[config.mk]
export PLATFORM = sky130hd
export DESIGN_NAME = split_bulk_descriptor_engine
export DESIGN_NICKNAME = d
export VERILOG_FILES = /design/src/sbd_pkg.sv /design/src/split_bulk_descriptor_engine.sv
export SDC_FILE = /design/constraint.sdc
export NUM_CORES = 1
export LEC_CHECK = 0
export BUFFER_PORTS_ARGS = -buffer_cell sky130_fd_sc_hd__buf_2
export CORE_MARGIN = 3
export CORE_UTILIZATION = 53
export DETAILED_ROUTE_END_ITERATION = 10
export PLACE_DENSITY = 0.72
export SLEW_MARGIN = 20
export SYNTH_ARGS = -nofsm -noshare
export SYNTH_HDL_FRONTEND = slang
export SYNTH_SLANG_ARGS = --single-unit
[constraint.sdc]
create_clock -name hclk -period 7.5 [get_ports hclk]
set_input_delay 0.375 -clock hclk [delete_from_list [all_inputs] [get_ports hclk]]
set_output_delay 0.375 -clock hclk [all_outputs]
set_load 0.01 [all_outputs]
[src/sbd_pkg.sv]
// How it works
// - Software seeds the toggle bit; hardware writes back the toggle it reaches.
// - Each no-response or bad-response error decrements the error count; zero clears valid.
// - A NAK or NYET restores the error count to its loaded value.
// - Valid clears when the NAK countdown reaches zero with a non-zero reload.
// - Hardware records the bytes actually moved in the bytes_done field.
// - A zero reload makes hardware ignore the NAK countdown entirely.
// - buffer_start is an internal address, (processor address minus 400h) divided by 8.
// - speed_end_sel is used only for split transfers, ignored for high-speed.
// - A set retire bit abandons the descriptor; no further transfers run.
// - Valid clears when the descriptor completes or a fatal error occurs.
// - The split bit selects a plain high-speed or a start/complete split transfer.
package sbd_pkg;
  // ************************************************************
  // Register map
  // ************************************************************
  localparam logic [5:0] STATUS_OFF = 6'h20;
  localparam logic [5:0] MASK_OFF = 6'h24;
  localparam logic [5:0] DW3_OFF = 6'h0C;
  localparam int DESC_WORDS = 8;
  // ************************************************************
  // Descriptor field positions
  // ************************************************************
  localparam int VALID_B = 0;
  localparam int XLEN_LO = 3;
  localparam int MPL_LO = 18;
  localparam int SPLIT_B = 14;
  localparam int RETIRE_B = 15;
  localparam int SPEED_END_LO = 16;
  localparam int PORT_LO = 18;
  localparam int HUB_LO = 25;
  localparam int BUF_LO = 8;
  localparam int RELOAD_LO = 25;
  localparam int ACTIVE_B = 31;
  localparam int HALT_B = 30;
  localparam int BABBLE_B = 29;
  localparam int XERR_B = 28;
  localparam int SC_B = 27;
  localparam int TOG_B = 25;
  localparam int CERR_LO = 23;
  localparam int NAK_LO = 19;
  // ************************************************************
  // Handshake outcomes and interrupt events
  // ************************************************************
  localparam logic [2:0] HS_ACK = 3'h0;
  localparam logic [2:0] HS_NAK = 3'h1;
  localparam logic [2:0] HS_NYET = 3'h2;
  localparam logic [2:0] HS_NORESP = 3'h3;
  localparam logic [2:0] HS_BAD = 3'h4;
  localparam logic [2:0] HS_BABBLE = 3'h5;
  localparam logic [2:0] HS_STALL = 3'h6;
  localparam int EV_DONE = 0;
  localparam int EV_ERR = 1;
  localparam int EV_NAKOUT = 2;
  localparam int EV_RETIRED = 3;
  localparam logic [3:0] STATUS_RST = 4'h0;
  localparam logic [3:0] MASK_RST = 4'h0;
endpackage

[src/split_bulk_descriptor_engine.sv]
`timescale 1ns/1ps
module split_bulk_descriptor_engine (
  input wire logic hclk,
  input wire logic hresetn,
  input wire logic hsel,
  input wire logic [31:0] haddr,
  input wire logic [1:0] htrans,
  input wire logic hwrite,
  input wire logic [2:0] hsize,
  input wire logic [31:0] hwdata,
  input wire logic hready,
  output logic [31:0] hrdata,
  output logic hreadyout,
  output logic hresp,
  output logic irq,
  input wire logic hs_valid,
  input wire logic [2:0] hs_code,
  input wire logic [14:0] hs_bytes,
  output logic xfer_req,
  output logic xfer_split,
  output logic xfer_cs,
  output logic xfer_toggle,
  output logic [15:0] xfer_buf,
  output logic [1:0] xfer_speed_end,
  output logic [6:0] xfer_hub_addr,
  output logic [6:0] xfer_hub_port
);
  // ************************************************************
  // Descriptor store and fields
  // ************************************************************
  logic [31:0] desc [0:7];
  logic [3:0] status;
  logic [3:0] mask;
  logic [1:0] cerr_load;
  logic wr_pend;
  logic [5:0] wr_addr;
  logic rd_pend;
  logic [5:0] rd_addr;
  logic rd_ok;
  logic valid, active, retire, split, sc, tog, halt;
  logic [1:0] cerr;
  logic [3:0] nak, reload;
  logic [14:0] done, xlen;
  logic [10:0] maxpkt;
  logic [14:0] sum;
  logic next_valid, next_active, next_sc, next_tog, next_halt, next_babble, next_xerr;
  logic [1:0] next_cerr;
  logic [3:0] next_nak, ev;
  logic [14:0] next_done;

  assign valid = desc[0][sbd_pkg::VALID_B];
  assign xlen = desc[0][sbd_pkg::XLEN_LO +: 15];
  assign maxpkt = desc[0][sbd_pkg::MPL_LO +: 11];
  assign split = desc[1][sbd_pkg::SPLIT_B];
  assign retire = desc[1][sbd_pkg::RETIRE_B];
  assign reload = desc[2][sbd_pkg::RELOAD_LO +: 4];
  assign active = desc[3][sbd_pkg::ACTIVE_B];
  assign halt = desc[3][sbd_pkg::HALT_B];
  assign sc = desc[3][sbd_pkg::SC_B];
  assign tog = desc[3][sbd_pkg::TOG_B];
  assign cerr = desc[3][sbd_pkg::CERR_LO +: 2];
  assign nak = desc[3][sbd_pkg::NAK_LO +: 4];
  assign done = desc[3][14:0];
  assign sum = 15'(done + hs_bytes);

  function automatic logic [31:0] read_word(input logic [5:0] a);
    logic [31:0] r;
    r = 32'h0;
    if (a < 6'(sbd_pkg::DESC_WORDS * 4)) begin
      r = desc[a[4:2]];
    end else if (a == sbd_pkg::STATUS_OFF) begin
      r = {28'h0, status};
    end else if (a == sbd_pkg::MASK_OFF) begin
      r = {28'h0, mask};
    end
    return r;
  endfunction

  // ************************************************************
  // Transfer engine
  // ************************************************************
  // Computes the descriptor write-back for one handshake outcome.
  always_comb begin
    next_valid = valid;
    next_active = active;
    next_sc = sc;
    next_tog = tog;
    next_halt = halt;
    next_babble = desc[3][sbd_pkg::BABBLE_B];
    next_xerr = desc[3][sbd_pkg::XERR_B];
    next_cerr = cerr;
    next_nak = nak;
    next_done = done;
    ev = 4'h0;
    if (retire && valid) begin
      next_valid = 1'b0;
      next_active = 1'b0;
      ev[sbd_pkg::EV_RETIRED] = 1'b1;
    end else if (hs_valid && valid) begin
      case (hs_code)
        sbd_pkg::HS_ACK: begin
          next_cerr = cerr_load;
          if (split && !sc) begin
            next_sc = 1'b1;
          end else begin
            next_sc = 1'b0;
            next_tog = ~tog;
            next_done = sum;
            if (sum >= xlen || hs_bytes < {4'h0, maxpkt}) begin
              next_valid = 1'b0;
              next_active = 1'b0;
              ev[sbd_pkg::EV_DONE] = 1'b1;
            end
          end
        end
        sbd_pkg::HS_NAK: begin
          next_cerr = cerr_load;
          next_sc = 1'b0;
          if (reload != 4'h0) begin
            next_nak = nak - 4'h1;
            if (nak == 4'h1) begin
              next_valid = 1'b0;
              next_active = 1'b0;
              ev[sbd_pkg::EV_NAKOUT] = 1'b1;
            end
          end
        end
        sbd_pkg::HS_NYET: begin
          next_cerr = cerr_load;
        end
        sbd_pkg::HS_NORESP, sbd_pkg::HS_BAD: begin
          if (cerr != 2'h0) begin
            next_cerr = cerr - 2'h1;
          end
          if (cerr <= 2'h1) begin
            next_valid = 1'b0;
            next_active = 1'b0;
            next_xerr = 1'b1;
            next_halt = 1'b1;
            ev[sbd_pkg::EV_ERR] = 1'b1;
          end
        end
        sbd_pkg::HS_BABBLE, sbd_pkg::HS_STALL: begin
          next_valid = 1'b0;
          next_active = 1'b0;
          next_halt = 1'b1;
          next_babble = (hs_code == sbd_pkg::HS_BABBLE);
          ev[sbd_pkg::EV_ERR] = 1'b1;
        end
        default: begin
        end
      endcase
    end
  end

  // A software write in its data phase overrides the engine for that word.
  always_ff @(posedge hclk or negedge hresetn) begin
    if (!hresetn) begin
      for (int i = 0; i < sbd_pkg::DESC_WORDS; i++) begin
        desc[i] <= 32'h0;
      end
    end else begin
      desc[0] <= {desc[0][31:1], next_valid};
      desc[3] <= {next_active, next_halt, next_babble, next_xerr, next_sc, desc[3][26], next_tog,
                  next_cerr, next_nak, desc[3][18:15], next_done};
      if (wr_pend && wr_addr < 6'(sbd_pkg::DESC_WORDS * 4)) begin
        desc[wr_addr[4:2]] <= hwdata;
      end
    end
  end

  // Captures the error count that software loads, for restoring on NAK or NYET.
  always_ff @(posedge hclk or negedge hresetn) begin
    if (!hresetn) begin
      cerr_load <= 2'h0;
    end else if (wr_pend && wr_addr == sbd_pkg::DW3_OFF) begin
      cerr_load <= hwdata[sbd_pkg::CERR_LO +: 2];
    end
  end

  always_ff @(posedge hclk or negedge hresetn) begin
    if (!hresetn) begin
      xfer_req <= 1'b0;
      xfer_split <= 1'b0;
      xfer_cs <= 1'b0;
      xfer_toggle <= 1'b0;
      xfer_buf <= 16'h0;
      xfer_speed_end <= 2'h0;
      xfer_hub_addr <= 7'h0;
      xfer_hub_port <= 7'h0;
    end else begin
      xfer_req <= valid && active && !retire && !halt;
      xfer_split <= split;
      xfer_cs <= split && sc;
      xfer_toggle <= tog;
      xfer_buf <= desc[2][sbd_pkg::BUF_LO +: 16];
      xfer_speed_end <= split ? desc[1][sbd_pkg::SPEED_END_LO +: 2] : 2'h0;
      xfer_hub_addr <= desc[1][sbd_pkg::HUB_LO +: 7];
      xfer_hub_port <= desc[1][sbd_pkg::PORT_LO +: 7];
    end
  end

  // ************************************************************
  // AHB-Lite slave
  // ************************************************************
  // Reads take one wait state so a write just before them is already stored.
  always_ff @(posedge hclk or negedge hresetn) begin
    if (!hresetn) begin
      wr_pend <= 1'b0;
      wr_addr <= 6'h0;
      rd_pend <= 1'b0;
      rd_addr <= 6'h0;
      rd_ok <= 1'b0;
    end else begin
      wr_pend <= 1'b0;
      rd_pend <= 1'b0;
      if (hsel && htrans[1] && hready && hreadyout) begin
        wr_pend <= hwrite && (haddr[31:6] == 26'h0);
        wr_addr <= haddr[5:0];
        rd_pend <= !hwrite;
        rd_addr <= haddr[5:0];
        rd_ok <= haddr[31:6] == 26'h0;
      end
    end
  end

  always_ff @(posedge hclk or negedge hresetn) begin
    if (!hresetn) begin
      hrdata <= 32'h0;
      hreadyout <= 1'b1;
      hresp <= 1'b0;
    end else begin
      hresp <= 1'b0;
      hreadyout <= !(hsel && htrans[1] && hready && hreadyout && !hwrite);
      if (rd_pend) begin
        hrdata <= rd_ok ? read_word(rd_addr) : 32'h0;
      end
    end
  end

  // ************************************************************
  // Interrupts
  // ************************************************************
  // A read of the status word clears it; a new event in that cycle still sets.
  always_ff @(posedge hclk or negedge hresetn) begin
    if (!hresetn) begin
      status <= sbd_pkg::STATUS_RST;
    end else if (rd_pend && rd_ok && rd_addr == sbd_pkg::STATUS_OFF) begin
      status <= ev;
    end else begin
      status <= status | ev;
    end
  end

  always_ff @(posedge hclk or negedge hresetn) begin
    if (!hresetn) begin
      mask <= sbd_pkg::MASK_RST;
    end else if (wr_pend && wr_addr == sbd_pkg::MASK_OFF) begin
      mask <= hwdata[3:0];
    end
  end

  always_ff @(posedge hclk or negedge hresetn) begin
    if (!hresetn) begin
      irq <= 1'b0;
    end else begin
      irq <= |(status & mask);
    end
  end

  // ************************************************************
  // Checks
  // ************************************************************
  logic quiet;
  assign quiet = hs_valid && valid && !retire && !wr_pend;

  err_retire_a: assert property (@(posedge hclk) disable iff (!hresetn)
    quiet && (hs_code == sbd_pkg::HS_NORESP || hs_code == sbd_pkg::HS_BAD) && cerr == 2'h1
    |=> !valid && cerr == 2'h0 ##1 !xfer_req)
    else $error("error count end did not retire");
  cerr_restore_a: assert property (@(posedge hclk) disable iff (!hresetn)
    quiet && (hs_code == sbd_pkg::HS_NAK || hs_code == sbd_pkg::HS_NYET)
    |=> cerr == $past(cerr_load))
    else $error("error count not restored");
  nak_retire_a: assert property (@(posedge hclk) disable iff (!hresetn)
    quiet && hs_code == sbd_pkg::HS_NAK && reload != 4'h0 && nak == 4'h1 |=> !valid && !active)
    else $error("nak countdown end did not retire");
  nak_ignore_a: assert property (@(posedge hclk) disable iff (!hresetn)
    quiet && hs_code == sbd_pkg::HS_NAK && reload == 4'h0 |=> valid && $stable(nak))
    else $error("nak counted with zero reload");
  nak_step_a: assert property (@(posedge hclk) disable iff (!hresetn)
    quiet && hs_code == sbd_pkg::HS_NAK && reload != 4'h0 && nak > 4'h1
    |=> nak == 4'($past(nak) - 4'h1))
    else $error("nak countdown did not step");
  bytes_done_a: assert property (@(posedge hclk) disable iff (!hresetn)
    quiet && hs_code == sbd_pkg::HS_ACK && (!split || sc)
    |=> done == 15'($past(done) + $past(hs_bytes)) && tog != $past(tog))
    else $error("bytes or toggle not written back");
  split_phase_a: assert property (@(posedge hclk) disable iff (!hresetn)
    quiet && hs_code == sbd_pkg::HS_ACK && split && !sc |=> sc ##1 xfer_cs)
    else $error("start split did not advance");
  retire_a: assert property (@(posedge hclk) disable iff (!hresetn)
    retire && valid && !wr_pend |=> !valid ##1 !xfer_req)
    else $error("retired descriptor still live");
  speed_end_a: assert property (@(posedge hclk) disable iff (!hresetn)
    !split |=> xfer_speed_end == 2'h0)
    else $error("speed select used without split");
  read_wait_a: assert property (@(posedge hclk) disable iff (!hresetn)
    rd_pend |-> !hreadyout ##1 hreadyout)
    else $error("read wait state wrong");
endmodule

==> out/qor.txt, run 1 <==
endpoint class of the critical path: flop
post-route cell area: 0.0184 mm2
drt wl/cell: 20.9 um
Syn Nets: 1368
Final Hold Fails: 0
Area after DPL: 0.0172 mm2
router iterations before antenna repair: 5
core area: 0.0298 mm2
Mapped Cells: 1233
GRT overflow: 0
die area: 0.0324 mm2
# clock sinks: 345
Die Y-Extent: 180 um
Post-CTS Hold Buffers: 1
worst-path maximum fanout: 5
worst-skew pair later-pin latency: 520 ps
hold slack: 82.0 ps
Resized Gates After CTS: 0
Top FF cell, synth: dfrtp_1
IO Pins: 164
mapped cell area: 0.0161 mm2
Initial Util: 53.9%
final setup violating endpoints: 0
Mapped Avg Cell Area: 13.0 um2
Final Max Slew Viols: 0
die span in x: 180 um
Critical Path AT: 4430 ps
GPL Wtd Cong: 0.912
fraction of registers with async set/reset: 100%
CTS Buf Count: 36
status: completed
library cells used by synthesis: 60
Max VDD drop: 152 uV
worst hold path class: input port to flop
CTS tree: yes
vias in the first global route: 10994
ratio of cells with drive above 1 in the final layout: 35.0%
first-pass GRT wire length: 61.2 mm
Layout area overhead: 14.8%
largest net degree at the start of global routing: 173
RSZ-0062 raised after global routing: no
Worst EP required: 7910 ps
Vias per Instance: 5.85
row count: 63
minimum clock period: 4020 ps
Cell Pwr Density: 232 mW/mm2
# DRC: 0
DP Wirelength: 24.2 mm
post-route worst setup slack: 3480 ps
relative slew slack: 29.1%
register area share after synthesis: 53.7%
Worst-Margin Slew: 1060 ps
Max Clk Rate: 249 MHz
H-tree levels: 2
GRT Total Usage: 23.4%
setup TNS: 0 ps
final worst-path cycle share: 53.5%
CTS Root Buffer Type: clkbuf_16
CTS Buffer Depth: 3
Yosys warnings: 0
port buffer count: 158
path type of the worst setup path: flop to flop
max cap viols: 0
Final ANT Viol Nets: 0
via count: 10472
Worst-path clk slew: 60 ps
DRT iter0 DRCs: 675
FF+latch count, synth: 345
initial antenna violation count: 0
Setup WS pre-CTS: 3420 ps
Final Util: 61.9%
final WL: 37.5 mm
Antenna diodes: 0
Layout Nets: 1510
Static Leak: 0.00873 uW
post-CTS setup buffer count: 0
clock skew: 21.4 ps
number of synthesized flops with an enable pin: 0
startpoint type of the worst setup path: flop
final cells by class:
type,instances,area [um2]
fillers,2331,11300
repair buffers,171,933
multi-input cells,751,6910
inverters,70,263
clock buffers,50,1040
well taps,390,488
clock inverters,14,168
flip-flops and latches,345,8640
where the power goes:
group          switching (uW)  internal [uW]  leakage [uW]
clock network             738           1080      0.000589
logic                     256            236       0.00387
registers                52.3           1910       0.00427
total                    1050           3230       0.00873
routing by layer:
layer,vias to the layer above,wire length [um],track usage [%]
met5,-,0,0
met4,0,614,5.40
met3,44,2050,3.79
met2,299,18300,39.4
met1,5390,16500,32.6
li1,4739,-,-
worst max-delay path, stage by stage (launching register included):
cell and delay, ps:
dfrtp_1 400, ha_1 220, inv_1 70, fa_1 190, nor2b_1 70, o31ai_2 360
a211oi_1 170, o41ai_1 370, xnor2_1 220, ha_1 300, a21o_1 190, a21o_1 170
a221oi_1 240, o211ai_1 230, o41a_1 400, o41ai_1 300
kinds of logic after synthesis:
family	count (synthesis)	synth area share [%]
simple gates	210	5.90
xor+xnor	17	0.927
mux	314	26.1
flops	345	53.7
compound gates	167	6.53
buf+inv	137	3.42
fa+ha+maj	42	3.32
other cells	1	0.0233
final timing paths:
path | startpoint | to | slack, ps | cells after the start
hold reg to reg | desc[180]$_DFFE_PN0P_ | xfer_buf[12]$_DFF_PN0_ | 390 | 0
hold / removal | hwrite | hreadyout$_DFF_PN1_ | 80 | 2
max in group asynchronous | hresetn | xfer_hub_port[1]$_DFF_PN0_ | 5530 | 3
setup / recovery | desc[128]$_DFF_PN0_ | desc[224]$_DFF_PN0_ | 3480 | 15
setup reg to reg | desc[128]$_DFF_PN0_ | desc[224]$_DFF_PN0_ | 3480 | 15
min in group asynchronous | hresetn | rd_pend$_DFF_PN0_ | 480 | 2
state kept, by name, summed over array words and instances, names as in the netlist, 2 cells and up:
name            cells
xfer_hub_addr       7
status              4
xfer_speed_end      2
cerr                2
hrdata             32
cerr_load           2
desc              253
mask                4
xfer_hub_port       7
rd_addr             6
xfer_buf           16
synthesized netlist by cell type, types with 9 or more instances:
cell	count	area share (%)
dfrtp_1	344	54
mux2_2	181	13
nand2_1	107	2.5
inv_1	69	1.6
mux4_2	64	9.0
mux2i_1	46	2.9
ha_1	41	3.2
nor2_1	41	0.96
o21ai_0	35	1.1
o22ai_1	34	1.3
clkbuf_1	31	0.72
buf_2	25	0.78
a21oi_1	23	0.72
mux2_1	23	1.6
o21ai_1	17	0.53
a21o_1	13	0.61
xnor2_1	12	0.65
buf_1	10	0.23
nor3_1	9	0.28
cells in the final DEF (no fill, tap or decap), types with 34 or more instances in the layout:
cell         n
mux4_2      64
mux2i_1     46
ha_1        41
inv_1       69
dfrtp_1    341
o21ai_0     35
clkbuf_16   37
nand2_1    107
nor2_1      39
o22ai_1     34
mux2_2     181
buf_2      157
through the flow:
| step | cells | power (uW) |
|---|---|---|
| 6_report | 1791 | 4280 |
| 3_3_place_gp | 1725 | 2480 |
| 3_5_place_dp | 1725 | 2490 |
| 4_1_cts | 1790 | 4320 |
| 2_1_floorplan | 1233 | 2310 |
| 5_1_grt | 1791 | 4440 |
Power figures use the tool's default switching activity.
==> run 2: changes to the inputs <==
--- a/config.mk
+++ b/config.mk
@@ -5,6 +5,7 @@
 export SDC_FILE = /design/constraint.sdc
 export NUM_CORES = 1
 export LEC_CHECK = 0
+export ABC_AREA = 1
 export BUFFER_PORTS_ARGS = -buffer_cell sky130_fd_sc_hd__buf_2
 export CORE_MARGIN = 3
 export CORE_UTILIZATION = 53
==> constraint.sdc (replaced) <==
create_clock -name hclk -period 3.82 [get_ports hclk]
set_input_delay 0.191 -clock hclk [delete_from_list [all_inputs] [get_ports hclk]]
set_output_delay 0.191 -clock hclk [all_outputs]
set_load 0.01 [all_outputs]
==> out/qor.txt, run 2 <==
status: completed
# clock sinks: 345 (unchanged)
GPL Wtd Cong: 0.956 (+4.8%)
Top FF cell, synth: dfrtp_1
worst-path maximum fanout: 5 (unchanged)
worst hold path class: input port to flop
Layout Nets: 2157 (+43%)
Antenna diodes: 0 (unchanged)
clock skew: 13.1 ps (-8.28 ps)
commonest cells after routing, fill and taps aside: nand2_1 (371), o21ai_0 (365), dfrtp_1 (342)
Worst-path clk slew: 60 ps (about the same)
post-CTS setup buffer count: 0 (unchanged)
relative slew slack: 39.9% (+11 points)
Top reg by flops: desc
CTS Buf Count: 37 (+2.8%)
DRT iter0 DRCs: 1326 (+96%)
Final Max Slew Viols: 0 (unchanged)
die area: 0.0325 mm2 (+0.32%)
worst hold start: hs_code[1]
IO Pins: 164 (unchanged)
mapped cell area: 0.0161 mm2 (+0.33%)
vias in the first global route: 13666 (+24%)
R2R Path End: active$_DFF_PN0_
reg2reg setup slack: 460 ps (-3030 ps)
Final ANT Viol Nets: 0 (unchanged)
Power Total: 8470 uW (+98%)
number of synthesized flops with an enable pin: 0 (unchanged)
Final Hold Fails: 0 (unchanged)
setup TNS: 0 ps (unchanged)
# DRC: 0 (unchanged)
Die Y-Extent: 180 um (+0.16%)
Worst Hold Path Cells: 4 (+2)
worst-skew pair later-pin latency: 520 ps (about the same)
Regs by FF count: desc x253, hrdata x32, xfer_buf x16
Max VDD drop: 326 uV (+110%)
CTS Root Buffer Type: clkbuf_16
list of most frequent post-synthesis cells: nand2_1 (371), o21ai_0 (365), dfrtp_1 (344)
Initial Util: 54.1% (+0.18 points)
Worst EP required: 4190 ps (-3720 ps)
final setup violating endpoints: 0 (unchanged)
Synth area leaders: dfrtp_1 (53%), o21ai_0 (11%), nand2_1 (8.6%)
port buffer count: 158 (unchanged)
Worst-Margin Slew: 901 ps (-163 ps)
RSZ-0062 raised after global routing: no
Synth area leader: dfrtp_1
die span in x: 180 um (+0.16%)
Max Clk Rate: 297 MHz (+19%)
GRT Total Usage: 28.0% (+4.5 points)
Static Leak: 0.00940 uW (+7.7%)
initial antenna violation count: 0 (unchanged)
max cap viols: 0 (unchanged)
register area share after synthesis: 53.6% (-0.18 points)
H-tree levels: 2 (unchanged)
top cell type's share of synthesized area: 53.4% (-0.17 points)
worst reg2reg startpoint: desc[130]$_DFF_PN0_
final WL: 45.9 mm (+22%)
FF+latch count, synth: 345 (unchanged)
via count: 13982 (+34%)
Worst R2R Path Depth: 19 (+4)
Worst Hold End: desc[157]$_DFF_PN0_
path type of the worst setup path: flop to flop
Yosys warnings: 0 (unchanged)
Critical Path AT: 3740 ps (-690 ps)
count leader, synth: nand2_1
first-pass GRT wire length: 74.0 mm (+21%)
core area: 0.0298 mm2 (unchanged)
router iterations before antenna repair: 6 (+1)
minimum clock period: 3360 ps (-654 ps)
Syn Nets: 1990 (+45%)
CTS tree: yes
Layout area overhead: 17.4%
CTS Buffer Depth: 3 (unchanged)
Mapped Cells: 1855 (+50%)
Mapped Avg Cell Area: 8.69 um2 (-33%)
max reg flops: 253 (unchanged)
GRT overflow: 0 (unchanged)
most common cell after layout, fill and taps aside: nand2_1
fraction of registers with async set/reset: 100% (unchanged)
endpoint class of the critical path: flop
ratio of cells with drive above 1 in the final layout: 13.9% (-21 points)
Cell Pwr Density: 448 mW/mm2 (+93%)
row count: 63 (unchanged)
startpoint type of the worst setup path: flop
Resized Gates After CTS: 0 (unchanged)
DP Wirelength: 30.0 mm (+24%)
largest net degree at the start of global routing: 94 (-46%)
library cells used by synthesis: 47 (-22%)
final worst-path cycle share: 88.0% (+34 points)
Vias per Instance: 5.73 (-2.0%)
drt wl/cell: 18.8 um (-10%)
-- run 2: logic make-up after synthesis --
family | Yosys count | share of synthesized area [%]
adders and majority gates | 42 | 3.31
and+or+nand+nor | 591 | 15.3
AOI/OAI and AO/OA | 566 | 19.6
DFF | 345 | 53.6
xor gates and xnor gates | 11 | 0.598
other | 1 | 0.0233
buffers and inverters | 299 | 7.52
-- run 2: critical path, stage by stage (launching register included) --
cell and delay, ps:
dfrtp_1 400, ha_1 390, nand3_1 110, nand3_1 210, nand2_1 80, a21oi_1 260
nand4_1 190, nand2_1 100, nand2_1 60, and2_1 140, ha_1 260, nand2_1 60
nor2_1 170, nand3_1 110, nor3_1 150, nor2_1 100, nand3_1 80, nand3_1 120
nand3_1 100, o21ai_0 100
-- run 2: worst max-delay path by stage --
stage	from	slack [ps]	cells after the start	end
floorplan	desc[135]$_DFF_PN0_	1120	20	active$_DFF_PN0_
global placement	desc[135]$_DFF_PN0_	580	20	active$_DFF_PN0_
detailed placement	desc[130]$_DFF_PN0_	550	21	active$_DFF_PN0_
CTS	desc[130]$_DFF_PN0_	490	21	active$_DFF_PN0_
global route	desc[128]$_DFF_PN0_	210	22	active$_DFF_PN0_
finish	desc[130]$_DFF_PN0_	460	19	active$_DFF_PN0_
-- run 2: per-stage QoR --
stage	utilization, %	cell area, um2	instances	setup WS, ps	hold slack, ps
CTS	63.5	18900	2440	492	44.3
global route	63.5	18900	2440	206	59.1
finish	63.5	18900	2440	458	67.1
floorplan	-	16100	1855	1120	-105
detailed placement	57.8	17200	2331	551	248
global placement	57.8	17200	2331	576	246
-- run 2: per-layer routing --
layer  track usage (%)  part of all wire, %  vias up
li1                  -                    -     6572
met1              39.8                   44     6715
met2              45.5                   46      624
met3              4.18                  7.9       71
met4              7.22                  1.9        0
met5                 0                    0        -
-- run 2: timing repair --
item,4_1_cts,5_1_grt
hold buffers,42,0
endpoints found under the hold margin,130,0
endpoints found under the setup margin,0,0
-- run 2: layout make-up --
cell class	instances	area (um2)
repair buffers	232	1510
clock inverters	13	195
well taps	390	488
multi-input cells	1211	6270
inverters	195	732
clock buffers	54	1080
fillers	2544	10900
flip-flops and latches	345	8640
-- run 2: power breakdown --
group / internal, uW / total [uW] / switching [uW]
Sequential: 3670 / 3710 / 38.2
Clock: 2250 / 3720 / 1470
Combinational: 307 / 1040 / 732
==> run 3: changes to the inputs <==
--- a/config.mk
+++ b/config.mk
@@ -10,7 +10,8 @@
 export CORE_MARGIN = 3
 export CORE_UTILIZATION = 53
 export DETAILED_ROUTE_END_ITERATION = 10
-export PLACE_DENSITY = 0.72
+export PLACE_DENSITY = 0.75
+export RECOVER_POWER = 25
 export SLEW_MARGIN = 20
 export SYNTH_ARGS = -nofsm -noshare
 export SYNTH_HDL_FRONTEND = slang
==> constraint.sdc (replaced) <==
create_clock -name hclk -period 2.9 [get_ports hclk]
set_input_delay 0.145 -clock hclk [delete_from_list [all_inputs] [get_ports hclk]]
set_output_delay 0.145 -clock hclk [all_outputs]
set_load 0.01 [all_outputs]
==> out/qor.txt, run 3 (synthesis gave the netlist of run 2 again) <==
fill count: 2472 (-2.8%)
Finished Layout Cells: 2492 (+2.1%)
via count: 14366 (+2.7%)
CTS Root Buffer Type: clkbuf_16
Layout Nets: 2210 (+2.5%)
Setup WS pre-CTS: -190 ps (-741 ps)
worst hold path class: input port to flop
GR Layer Usage met3: 4.00% (-0.18 points)
GRT overflow: 0 (unchanged)
first-pass GRT wire length: 76.3 mm (+3.0%)
Static Leak: 0.00966 uW (+2.7%)
Worst EP required: 3290 ps (-900 ps)
# DRC: 0 (unchanged)
max cap viols: 1 (+1)
initial antenna violation count: 1 (+1)
met2 usage: 47.5% (+2.0 points)
relative slew slack: -21.0% (-61 points)
port buffer count: 158 (unchanged)
Cell Pwr Density: 560 mW/mm2 (+25%)
Worst-path clk slew: 60 ps (about the same)
CTS tree: yes
die span in x: 180 um (unchanged)
Max Clk Rate: 352 MHz (+18%)
post-route cell area: 0.0195 mm2 (+3.2%)
Top reg by flops: desc
worst-skew pair later-pin latency: 520 ps (about the same)
GRT Total Usage: 28.8% (+0.81 points)
Die Y-Extent: 180 um (unchanged)
reg2reg setup slack: 60 ps (-400 ps)
Final Hold Fails: 0 (unchanged)
die area: 0.0325 mm2 (unchanged)
path type of the worst setup path: flop to flop
most common cell after layout, fill and taps aside: nand2_1
CTS Buffer Depth: 3 (unchanged)
hold slack: 39.3 ps (-27.8 ps)
status: finished with violations
commonest cells after routing, fill and taps aside: nand2_1 (366), o21ai_0 (361), dfrtp_1 (342)
largest net degree at the start of global routing: 93 (-1.1%)
Vias per Instance: 5.76 (+0.60%)
GPL Wtd Cong: 0.958 (+0.17%)
row count: 63 (unchanged)
max reg flops: 253 (unchanged)
final worst-path cycle share: 97.9% (+9.9 points)
minimum clock period: 2840 ps (-524 ps)
endpoint class of the critical path: flop
dpl cells: 2376 (+1.9%)
CTS Buf Count: 37 (unchanged)
IO Pins: 164 (unchanged)
final WL: 47.3 mm (+2.9%)
Max VDD drop: 403 uV (+24%)
ratio of cells with drive above 1 in the final layout: 18.7% (+4.8 points)
post-route worst setup slack: 62.3 ps (-396 ps)
H-tree levels: 2 (unchanged)
vias in the first global route: 14239 (+4.2%)
grt met1 use: 39.8% (+0.080 points)
RSZ-0062 raised after global routing: yes
Area after DPL: 0.0176 mm2 (+2.0%)
router iterations before antenna repair: 6 (unchanged)
drt wl/cell: 19.0 um (+0.77%)
DRT iter0 DRCs: 1435 (+8.2%)
core area: 0.0298 mm2 (unchanged)
Regs by FF count: desc x253, hrdata x32, xfer_buf x16
clock skew: 9.73 ps (-3.39 ps)
failing checks: capacitance limit, slew limit
startpoint type of the worst setup path: flop
Initial Util: 54.1% (unchanged)
DP Wirelength: 31.0 mm (+3.2%)
worst-path maximum fanout: 4 (-1)
grt peak-use layer: met2
Worst-Margin Slew: 1820 ps (+914 ps)
final setup violating endpoints: 0 (unchanged)
# clock sinks: 345 (unchanged)
Layout area overhead: 21.2%
Critical Path AT: 3230 ps (-510 ps)
Final ANT Viol Nets: 0 (unchanged)
Final Max Slew Viols: 71 (+71)
## run 3: routing by layer
metal | vias to the layer above | wire, um
li1 | 6675 | -
met1 | 6913 | 19800
met2 | 687 | 22500
met3 | 91 | 3600
met4 | 0 | 1300
met5 | - | 0
## run 3: power breakdown
group / total (uW) / switching (uW) / internal (uW)
clock: 4570 / 1930 / 2640
combinational: 1490 / 1010 / 477
sequential: 4870 / 34.5 / 4840
## run 3: path summary, 6_finish.rpt
path                                  startpoint                endpoint  cells after the start
min                                    htrans[1]       rd_pend$_DFF_PN0_                      3
min reg2reg                desc[168]$_DFFE_PN0P_   xfer_buf[0]$_DFF_PN0_                      0
max                          desc[130]$_DFF_PN0_        active$_DFF_PN0_                     19
max in group asynchronous                hresetn       rd_pend$_DFF_PN0_                      3
min in group asynchronous                hresetn  hrdata[13]$_DFFE_PN0P_                      2
max reg2reg                  desc[130]$_DFF_PN0_        active$_DFF_PN0_                     19
## run 3: cell type report
class / count / area (um2) / share of cell area (%)
antenna: 1 / 2.50 / 0.0128
sequential: 345 / 8640 / 44.2
clock inverter: 14 / 81.3 / 0.416
timing repair buffer: 285 / 1900 / 9.72
clock buffer: 51 / 1090 / 5.59
inverter: 195 / 732 / 3.75
tap: 390 / 488 / 2.50
multi-input combinational: 1211 / 6600 / 33.8
## run 3: timing repair
action	CTS	global route
buffers inserted	4	3
pin swaps	14	20
setup endpoints to repair	3	3
hold buffers	43	0
gates resized for setup	28	32
endpoints found under the hold margin	118	0
## run 3: stage by stage
stage / util [%] / total power, uW / setup TNS, ps
floorplan: - / 5760 / 0
global placement: 59.0 / 6310 / -75.5
detailed placement: 59.0 / 6330 / -336
CTS: 64.9 / 10900 / 0
global route: 65.5 / 11300 / -4150
finish: 65.5 / 10900 / 0
## run 3: worst max-delay path: stages (launching register included)
cell	delay, ps
dfrtp_1	420
ha_4	300
nand2_1	70
nand3_2	90
nand2_1	70
a21oi_2	210
nand4_1	150
nand2_1	100
nand2_1	70
and2_4	150
ha_4	260
nand2_2	70
nor2_4	140
nand3_1	100
nor3_2	140
nor2_2	70
nand3_1	80
nand3_2	80
nand3_2	90
o21ai_2	60
